==> config.mk <==
export PLATFORM = sky130hd
export DESIGN_NAME = fucd_host
export DESIGN_NICKNAME = d
export VERILOG_FILES = /design/src/hw/fucd_pkg.sv /design/src/hw/fucd_host.sv
export SDC_FILE = /design/constraint.sdc
export NUM_CORES = 1
export LEC_CHECK = 0
export BUFFER_PORTS_ARGS = -buffer_cell sky130_fd_sc_hd__buf_2
export CAP_MARGIN = 25
export CORE_ASPECT_RATIO = 2
export CORE_MARGIN = 4
export CORE_UTILIZATION = 55
export DETAILED_ROUTE_END_ITERATION = 6
export PLACE_DENSITY = 0.79
export SYNTH_ARGS = -nofsm -noshare
export SYNTH_HDL_FRONTEND = slang
export SYNTH_SLANG_ARGS = --single-unit
==> constraint.sdc <==
create_clock -name clk -period 3.55 [get_ports clk]
set_input_delay 0.1775 -clock clk [delete_from_list [all_inputs] [get_ports clk]]
set_output_delay 0.1775 -clock clk [all_outputs]
set_load 0.01 [all_outputs]
==> src/hw/fucd_pkg.sv <==
// Constants for the flash command sequencer host
package fucd_pkg;
    localparam int          ADDR_W        = 17;
    localparam logic [14:0] CMD_ADDR_A    = 15'h5555;
    localparam logic [14:0] CMD_ADDR_B    = 15'h2aaa;
    localparam logic [7:0]  CMD_D1        = 8'haa;
    localparam logic [7:0]  CMD_D2        = 8'h55;
    localparam logic [7:0]  CMD_PROT_ON   = 8'ha0;
    localparam logic [7:0]  CMD_EXT       = 8'h80;
    localparam logic [7:0]  CMD_PROT_OFF  = 8'h20;
    localparam logic [7:0]  CMD_CHIP_CLR  = 8'h10;
    localparam logic [7:0]  CMD_ACLR_OFF  = 8'h40;
    localparam logic [7:0]  CMD_ACLR_ON   = 8'h50;
    localparam int          SECTOR_BYTES  = 128;
    localparam int          CLK_NS        = 10;
    // Write strobe phases, generous against the 100 ns pulse and setups
    localparam int          SETUP_NS      = 30;
    localparam int          PULSE_NS      = 120;
    localparam int          HOLD_NS       = 110;
    localparam int          SETUP_CYC     = (SETUP_NS + CLK_NS - 1) / CLK_NS;
    localparam int          PULSE_CYC     = (PULSE_NS + CLK_NS - 1) / CLK_NS;
    localparam int          HOLD_CYC      = (HOLD_NS + CLK_NS - 1) / CLK_NS;
    localparam logic [7:0]  CNT_RST       = 8'h00;
    typedef enum logic [2:0] {
        FUCD_OP_PROT_ON, FUCD_OP_PROT_OFF, FUCD_OP_CHIP_CLR,
        FUCD_OP_ACLR_OFF, FUCD_OP_ACLR_ON, FUCD_OP_PLAIN
    } fucd_op_e;
endpackage

==> src/hw/fucd_host.sv <==
// Host that issues flash command sequences and sector loads over the strobes
`timescale 1ns/1ns
module fucd_host
    import fucd_pkg::*;
(
    input  wire logic              clk,
    input  wire logic              nrst,
    input  wire logic              start,
    input  wire logic [2:0]        op,
    input  wire logic              prefix,
    input  wire logic [9:0]        sector,
    input  wire logic [7:0]        wr_data,
    output logic                   data_req,
    output logic [6:0]             data_idx,
    output logic                   busy,
    output logic                   done,
    output logic [ADDR_W-1:0]      flash_addr,
    output logic [7:0]             flash_dq_out,
    output logic                   flash_dq_oe,
    output logic                   flash_ce_n,
    output logic                   flash_we_n,
    output logic                   flash_oe_n
);
    typedef enum logic [1:0] {S_IDLE, S_SETUP, S_PULSE, S_HOLD} fucd_state_e;

    fucd_state_e      state;
    fucd_op_e         cur_op;
    logic             cur_prefix;
    logic [9:0]       cur_sector;
    logic [7:0]       step;
    logic [7:0]       cnt;

    // Command step table: index into the prefix, returns {addr,data}
    function automatic logic [22:0] cmd_word(input logic [2:0] i, input fucd_op_e o);
        logic [7:0] last;
        last = CMD_PROT_OFF;
        unique case (o)
            FUCD_OP_CHIP_CLR: last = CMD_CHIP_CLR;
            FUCD_OP_ACLR_OFF: last = CMD_ACLR_OFF;
            FUCD_OP_ACLR_ON:  last = CMD_ACLR_ON;
            default:          last = CMD_PROT_OFF;
        endcase
        unique case (i)
            3'h0:    cmd_word = {CMD_ADDR_A, CMD_D1};
            3'h1:    cmd_word = {CMD_ADDR_B, CMD_D2};
            3'h2:    cmd_word = (o == FUCD_OP_PROT_ON) ? {CMD_ADDR_A, CMD_PROT_ON}
                                                       : {CMD_ADDR_A, CMD_EXT};
            3'h3:    cmd_word = {CMD_ADDR_A, CMD_D1};
            3'h4:    cmd_word = {CMD_ADDR_B, CMD_D2};
            default: cmd_word = {CMD_ADDR_A, last};
        endcase
    endfunction

    ////////////////////////////////////////////////////////////////////////
    // Sequence shape
    wire logic [7:0]  cmd_len;
    wire logic [7:0]  total_len;
    wire logic        in_cmd;
    wire logic [7:0]  byte_step;
    wire logic [22:0] cmd_now;
    wire logic        last_step;
    wire fucd_op_e    start_op;

    assign start_op  = (op > 3'(FUCD_OP_PLAIN)) ? FUCD_OP_PLAIN : fucd_op_e'(op);
    // Plain loads carry the three-write prefix when prefix is set
    assign cmd_len   = (cur_op == FUCD_OP_PROT_ON) ? 8'h03 :
                       (cur_op == FUCD_OP_PLAIN)   ? (cur_prefix ? 8'h03 : 8'h00) :
                       8'h06;
    // Chip clear is the only command without a sector load
    assign total_len = (cur_op == FUCD_OP_CHIP_CLR) ? cmd_len
                                                    : cmd_len + 8'(SECTOR_BYTES);
    assign in_cmd    = step < cmd_len;
    assign byte_step = step - cmd_len;
    assign cmd_now   = cmd_word(step[2:0],
                                cur_op == FUCD_OP_PLAIN ? FUCD_OP_PROT_ON : cur_op);
    assign last_step = (step + 8'h01) == total_len;

    wire logic [ADDR_W-1:0] next_addr;
    // Command addresses fill only the fifteen low bits; the sector sits above the 7-bit byte index
    assign next_addr = in_cmd ? {2'h0, cmd_now[22:8]}
                              : {cur_sector, byte_step[6:0]};

    ////////////////////////////////////////////////////////////////////////
    // Strobe sequencer; every write is the same WE-controlled cycle
    always_ff @(posedge clk or negedge nrst) begin
        if (!nrst) begin
            state      <= S_IDLE;
            cur_op     <= FUCD_OP_PLAIN;
            cur_prefix <= 1'b0;
            cur_sector <= 10'h000;
            step       <= CNT_RST;
            cnt        <= CNT_RST;
        end else begin
            unique case (state)
                S_IDLE: begin
                    if (start) begin
                        state      <= S_SETUP;
                        cur_op     <= start_op;
                        cur_prefix <= prefix;
                        cur_sector <= sector;
                        step       <= CNT_RST;
                        cnt        <= CNT_RST;
                    end
                end
                S_SETUP: begin
                    cnt <= cnt + 8'h01;
                    if (cnt == 8'(SETUP_CYC - 1)) begin
                        state <= S_PULSE;
                        cnt   <= CNT_RST;
                    end
                end
                S_PULSE: begin
                    cnt <= cnt + 8'h01;
                    if (cnt == 8'(PULSE_CYC - 1)) begin
                        state <= S_HOLD;
                        cnt   <= CNT_RST;
                    end
                end
                S_HOLD: begin
                    // Back-to-back bytes: far inside the byte-load window
                    cnt <= cnt + 8'h01;
                    if (cnt == 8'(HOLD_CYC - 1)) begin
                        cnt   <= CNT_RST;
                        step  <= step + 8'h01;
                        state <= last_step ? S_IDLE : S_SETUP;
                    end
                end
            endcase
        end
    end

    ////////////////////////////////////////////////////////////////////////
    // Registered pins
    always_ff @(posedge clk or negedge nrst) begin
        if (!nrst) begin
            flash_addr   <= '0;
            flash_dq_out <= 8'h00;
            flash_dq_oe  <= 1'b0;
            flash_ce_n   <= 1'b1;
            flash_we_n   <= 1'b1;
            flash_oe_n   <= 1'b1;
            data_req     <= 1'b0;
            data_idx     <= 7'h00;
            busy         <= 1'b0;
            done         <= 1'b0;
        end else begin
            flash_addr   <= next_addr;
            flash_dq_out <= in_cmd ? cmd_now[7:0] : wr_data;
            flash_dq_oe  <= state != S_IDLE;
            flash_ce_n   <= state == S_IDLE;
            flash_we_n   <= state != S_PULSE;
            flash_oe_n   <= 1'b1;
            data_req     <= (state == S_SETUP) && !in_cmd;
            data_idx     <= byte_step[6:0];
            busy         <= (state != S_IDLE) || start;
            done         <= (state == S_HOLD) && (cnt == 8'(HOLD_CYC - 1)) && last_step;
        end
    end

    ////////////////////////////////////////////////////////////////////////
    a_we_needs_oe_high: assert property (@(posedge clk) disable iff (!nrst)
        !flash_we_n |-> (flash_oe_n && !flash_ce_n && flash_dq_oe))
        else $error("write strobe without gate high");
    a_pulse_width: assert property (@(posedge clk) disable iff (!nrst)
        $fell(flash_we_n) |-> !flash_we_n [*8] ##1 !flash_we_n [*4] ##1 flash_we_n)
        else $error("write pulse width wrong");
    a_first_cmd_word: assert property (@(posedge clk) disable iff (!nrst)
        (state == S_IDLE && start && start_op != FUCD_OP_PLAIN) |->
        ##(SETUP_CYC + 1) (flash_addr[14:0] == CMD_ADDR_A && flash_dq_out == CMD_D1))
        else $error("sequence does not open with first unlock write");
    a_addr_high_zero: assert property (@(posedge clk) disable iff (!nrst)
        (!flash_we_n && in_cmd) |-> flash_addr[16:15] == 2'h0)
        else $error("command address carries high bits");
    // Data is taken on the rising write strobe, so select must still be low
    a_ce_over_we: assert property (@(posedge clk) disable iff (!nrst)
        $rose(flash_we_n) |-> (!flash_ce_n && flash_dq_oe))
        else $error("chip select released before write strobe");
    a_done_single: assert property (@(posedge clk) disable iff (!nrst)
        done |=> (!done && flash_ce_n))
        else $error("done not a single pulse");
endmodule

# Word-level counts from Yosys, hierarchy flattened
# Index checks and enable logic that the tools add are counted.
totals:
  regBits: 70
  latch_bits: 0
  ramBits: 0
  romBits: 0
  n_memories: 0
classes:
  addsub: 4
  mul: 0
  n_div: 0
  order_cmp: 2
  n_eq_ne: 21
  shift: 0
  n_mux: 24
  n_bitwise: 0
  reduce_logical: 16
op_table:
  columns: ["operator", "count"]
  rows:
  - ["23-bit one-hot mux with 3 select lines", 1]
  - ["8-bit two-way mux", 7]
  - ["8-bit one-hot mux with 4 select lines", 1]
  - ["7-bit one-hot mux with 3 select lines", 1]
  - ["17-bit two-way mux", 1]
  - ["8-bit by 1-bit adder with 8-bit output (second input constant)", 2]
  - ["8-bit by 4-bit equality test with 1-bit output (second input constant)", 2]
  - ["8-bit one-hot mux with 2 select lines", 1]
  - ["3-bit by 2-bit equality test with 1-bit output (second input constant)", 5]
  - ["3-bit two-way mux", 4]
  - ["2-bit two-way mux", 5]
  - ["2-bit != test (second input constant)", 5]
  - ["3-bit equality test (second input constant)", 3]
  - ["3-bit zero test", 3]
  - ["3-bit by 8-bit adder with 8-bit output (second input constant)", 1]
  - ["8-bit by 2-bit equality test with 1-bit output (second input constant)", 1]
  - ["8-bit equality test", 1]
  - ["8-bit by 3-bit < comparator with 1-bit output", 1]
  - ["2-bit one-hot mux with 4 select lines", 1]
  - ["7-bit by 3-bit subtractor with 7-bit output", 1]
  - ["6-bit two-way mux", 1]
  - ["2-bit equality test (second input constant)", 2]
  - ["4-bit AND reduction", 1]
  - ["2-bit nonzero test", 2]
  - ["other kinds (11)", 14]

# Longest topological paths before layout
depth:
  ltp_word: 9
  mapped_depth: 11
  mapped_depth_nobuf: 9

# Worst setup path after synthesis
# No wires, ideal clock.
synth_path:
  path_type: "register -> register"
  start: "reg cur_op[2]"
  end: "reg flash_dq_out[6]"
  setup_ns: 0.124
  arrival_time_ns: 2.652
  required_ns: 3.426
  path_slack_ns: 0.774
  stages_incl_launch_ff: 12
  synth_period_minus_slack_ns: 2.776
  cell_sequence: "dfstp_2 > clkbuf_1 > xor2_1 > nor3_1 > ha_1 > fa_1 > nand2b_1 > and3b_1 > nand2_1 > clkbuf_1 > nor2_1 > a211o_1"
synth_between:
  elab_chain_cells: 6
  word_cells_on_any_way: 12
  classes_between: "order compare: 1; eq/ne: 4; mux: 6; reduce/logical: 1"
synth_lines:
  columns: ["element", "line", "text"]
  rows:
  - ["from (decl)", "fucd_host.sv:27", "fucd_op_e cur_op;"]
  - ["from (signal assigned)", "fucd_host.sv:98", "cur_op <= start_op;"]
  - ["parallel branches: the longest is 5 deep, another holds 8-bit by 3-bit < comparator with 1-bit output", null, null]
  - ["8-bit two-way mux *", "fucd_host.sv:148", "flash_dq_out <= in_cmd ? cmd_now[7:0] : wr_data;"]
  - ["to (signal assigned)", "fucd_host.sv:148", null]
  - ["to (decl)", "fucd_host.sv:18", "output logic [7:0] flash_dq_out,"]
# Every way passes the cells marked *.
# A chain may end at the register's enable or synchronous reset.

# Final worst setup path
layout_path:
  start: "reg cur_op[2]"
  end: "reg flash_dq_out[4]"
# The elaborated chain is that of the path after synthesis.

==> run_results.csv <==
group,metric,value,unit
outcome,status,"complete, no violations",
critical_path,end_kind,"flip-flop",
synth,ys_warn_count,0,
critical_path,worstPathRequired,3760,ps
drt,via_per_inst,5.60,
clock_network,cts_setup_buffers,0,
clock_network,cts-htree-levels,3,
timing,worst_clock_skew,4.54,ps
critical_path,cp.arrival,2940,ps
synth,async_reset_ff_share,100,%
synth,synth.area.top_cells,"dfrtp_1, ha_1, mux2_2",
timing,rsz0062_at_grt,"false",
timing,period_share,77.0,%
critical_path,cp_slowest_stage_delay,600,ps
critical_path,r2r-end,"flash_dq_out[4]$_DFF_PN0_",
floorplanning,initial_utilization,56.3,%
min_path,hold_end,"flash_dq_out[2]$_DFF_PN0_",
drt,postRouteAntennaNets,0,
floorplanning,die_w,63.2,um
synth,synth_common_cells,"dfrtp_1, nand2_1, ha_1, inv_1, o21ai_0",
critical_path,path_max_fanout,33,
pwr,ir_worst_vdd,695,uV
global_route,antenna_found_initial,0,
floorplanning,core-area,0.00596,mm2
drt,wl_met3,296,um
timing,worst_pin_slew,648,ps
floorplanning,die_h,118,um
synth,seq_area_frac_synth,52.4,%
pwr,pwr-share-clk,29.8,%
pwr,swShare,32.0,%
min_path,hp-start,"wr_data[2]",
clock_network,clk_latency,330,ps
clock_network,clock_sinks,70,
pwr,p_sw,0.908,mW
global_route,grt_pass1_vias,2520,
floorplanning,die_area,0.00748,mm2
synth,synth_top_area_share,49.3,%
synth,yosysMostFrequentCell,"dfrtp_1",
timing,finalHoldViolCount,0,
clock_network,cts_buffers,9,
clock_network,clock_tree.buffer_depth,2,
timing,post-route-min-period,2730,ps
synth,synth_cell_types,53,
synth,syn_nets,347,
timing,slew_viol_final,0,
pwr,pwr-share-comb,30.8,%
final_layout,areaGrowthSynthToFinish,18.9,%
clock_network,cts-root-buf,"clkbuf_16",
critical_path,crit_slowest_cell,"dfstp_2",
critical_path,path_delay_family,"simple AND/OR/NAND/NOR gates",
clock_network,cts_tree,"yes",
clock_network,postCtsResizedCells,0,
synth,synth-edff-count,0,
clock_network,path_clk_slew,50,ps
drt,wl_met1,2480,um
global_route,gr-total-overflow,0,
critical_path,path_buf_inv,1,
drt,avgRoutedWirePerCell,15.9,um
critical_path,r2r_cells,10,
synth,synthFlopType,"dfrtp_1",
min_path,hold_path_depth,2,
pwr,p_int,1.93,mW
drt,wl_met2,3960,um
timing,relSlewSlack,56.7,%
floorplanning,row_count,40,
synth,synth_top_cell_by_area,"dfrtp_1",
timing,fmax,0.366,GHz
global_route,grt_usage,20.1,%
final_layout,nNetsFinal,408,
min_path,min_path_type,"input pin to flip-flop",
clock_network,ctsHoldBuffers,1,
synth,syn-mean-instance-area,11.0,um2
final_layout,utilization,66.9,%
drt,highest_layer,"met4",
critical_path,reg2reg_slack,820,ps
critical_path,start_kind,"flip-flop",
pwr,seq_power_share,39.4,%
synth,synth_cells,306,
timing,fin_hold_ws,47.7,ps
placement,gp_congestion,0.864,
drt,drc,0,
global_route,grt_pass1_wl,11700,um
critical_path,criticalPathCategory,"flip-flop to flip-flop",
flow_run,maxCapViolations,0,
final_layout,diodes,0,
drt,firstDrtPassIters,4,
floorplanning,io-pin-count,64,
pwr,power.density,713,mW/mm2
synth,ys_ff_latch,70,
final_layout,drive_gt1_share,27.4,%
timing,fin_tns_setup,0,ps
critical_path,crit_chain,"xor2_1 -> nor3_1 -> ha_1 -> fa_1 -> nand2b_1 -> and3b_1 -> nand2_1 -> buf_4 -> nor4b_1 -> a211o_1",
pwr,leakage,1.92,nW
synth,synthesis.area,0.00335,mm2
placement,place_hpwl,5150,um
timing,setup_violations,0,
drt,dr_total_vias,2437,
drt,wl,6920,um
placement,io_buffers,62,
global_route,grt_max_degree,52,
critical_path,rr_startpoint,"cur_op[2]$_DFFE_PN1P_",
drt,drt_iter0_markers,138,
==> stage by stage <==
step                area, um2  power [mW]  setup slack (ps)  instances
finish                   3980        2.84               817        435
global route             3980        3.01               604        435
CTS                      3980        2.86               820        435
detailed placement       3690        2.01               838        418
global placement         3690        1.96               905        418
floorplan                3350        1.74               774        306
==> worst reg2reg max path, delay by kind of cell, from the launching register on <==
family,cells,cell delay [ps]
buffers and inverters,1,310
xor gates and xnor gates,1,200
adders and majority gates,2,630
and+or+nand+nor,5,650
AOI/OAI and AO/OA,1,230
DFF,1,600
==> power groups by stage <==
stage          Combinational [mW]  Clock, mW  Sequential [mW]
2_1_floorplan               0.603          0             1.14
3_3_place_gp                0.845          0             1.12
3_5_place_dp                0.876          0             1.13
4_1_cts                     0.883      0.860             1.12
5_1_grt                     0.978      0.892             1.14
6_report                    0.874      0.848             1.12
==> sequential cells by signal, indices dropped and copies added, names as in the netlist <==
signal,flops
flash_addr,17
cur_sector,10
cnt,8
flash_dq_out,8
step,8
data_idx,7
cur_op,3
state,2
busy,1
cur_prefix,1
data_req,1
done,1
flash_ce_n,1
flash_dq_oe,1
flash_we_n,1
==> per-layer routing <==
metal  track usage, %  up-vias
li1                 -     1163
met2             36.4       75
met3             5.04       17
met1             21.1     1182
met5                0        -
met4             9.88        0
==> worst max-delay path by stage <==
stage,cells after the start,endpoint,start,slack [ps]
floorplan,11,flash_dq_out[6]$_DFF_PN0_,cur_op[2]$_DFFE_PN1P_,770
global placement,10,flash_dq_out[4]$_DFF_PN0_,cur_op[2]$_DFFE_PN1P_,910
detailed placement,10,flash_dq_out[4]$_DFF_PN0_,cur_op[2]$_DFFE_PN1P_,840
CTS,10,flash_addr[6]$_DFF_PN0_,cur_op[2]$_DFFE_PN1P_,820
global route,10,flash_addr[2]$_DFF_PN0_,cur_op[2]$_DFFE_PN1P_,600
finish,10,flash_dq_out[4]$_DFF_PN0_,cur_op[2]$_DFFE_PN1P_,820
==> cells in the final DEF (no fill, tap or decap), types with 2 or more instances in the layout <==
cell type   n
buf_2      62
and2_1      5
a31oi_1     3
or2_2       2
buf_4       3
a21o_1     14
a211o_1     2
clkbuf_1    5
nand2_1    35
xor2_1      6
nand2b_1    4
nand4_1     5
ha_1       15
a31o_2      2
clkbuf_16   9
and3b_1     2
a21oi_1    11
nor3_1      6
nand3_1     4
mux2_2     12
o21ai_0    15
nor4b_1     2
dfrtp_1    66
nor3b_1     2
dfstp_2     4
inv_1      15
o31ai_1     5
xnor2_1    10
nor2b_1     7
nor2_1     12
==> kinds of logic after synthesis <==
logic type | after synthesis | share of synthesized area [%]
AO/OA/AOI/OAI | 63 | 12.9
XOR/XNOR | 17 | 4.85
adder cells (fa/ha/maj) | 16 | 6.20
buffers and inverters | 31 | 3.73
flip-flops | 70 | 52.4
multiplexers | 14 | 4.67
other | 1 | 0.112
AND/OR/NAND/NOR | 94 | 15.1
==> area by class of cell <==
type,count,area [um2]
Fill cell,441,1970
Sequential cell,70,1760
Multi-Input combinational cell,205,1470
Timing Repair Buffer,66,343
Clock buffer,14,244
Tap cell,63,78.8
Inverter,15,56.3
Clock inverter,2,35.0
Note: power is estimated with default switching activity, not from simulation.
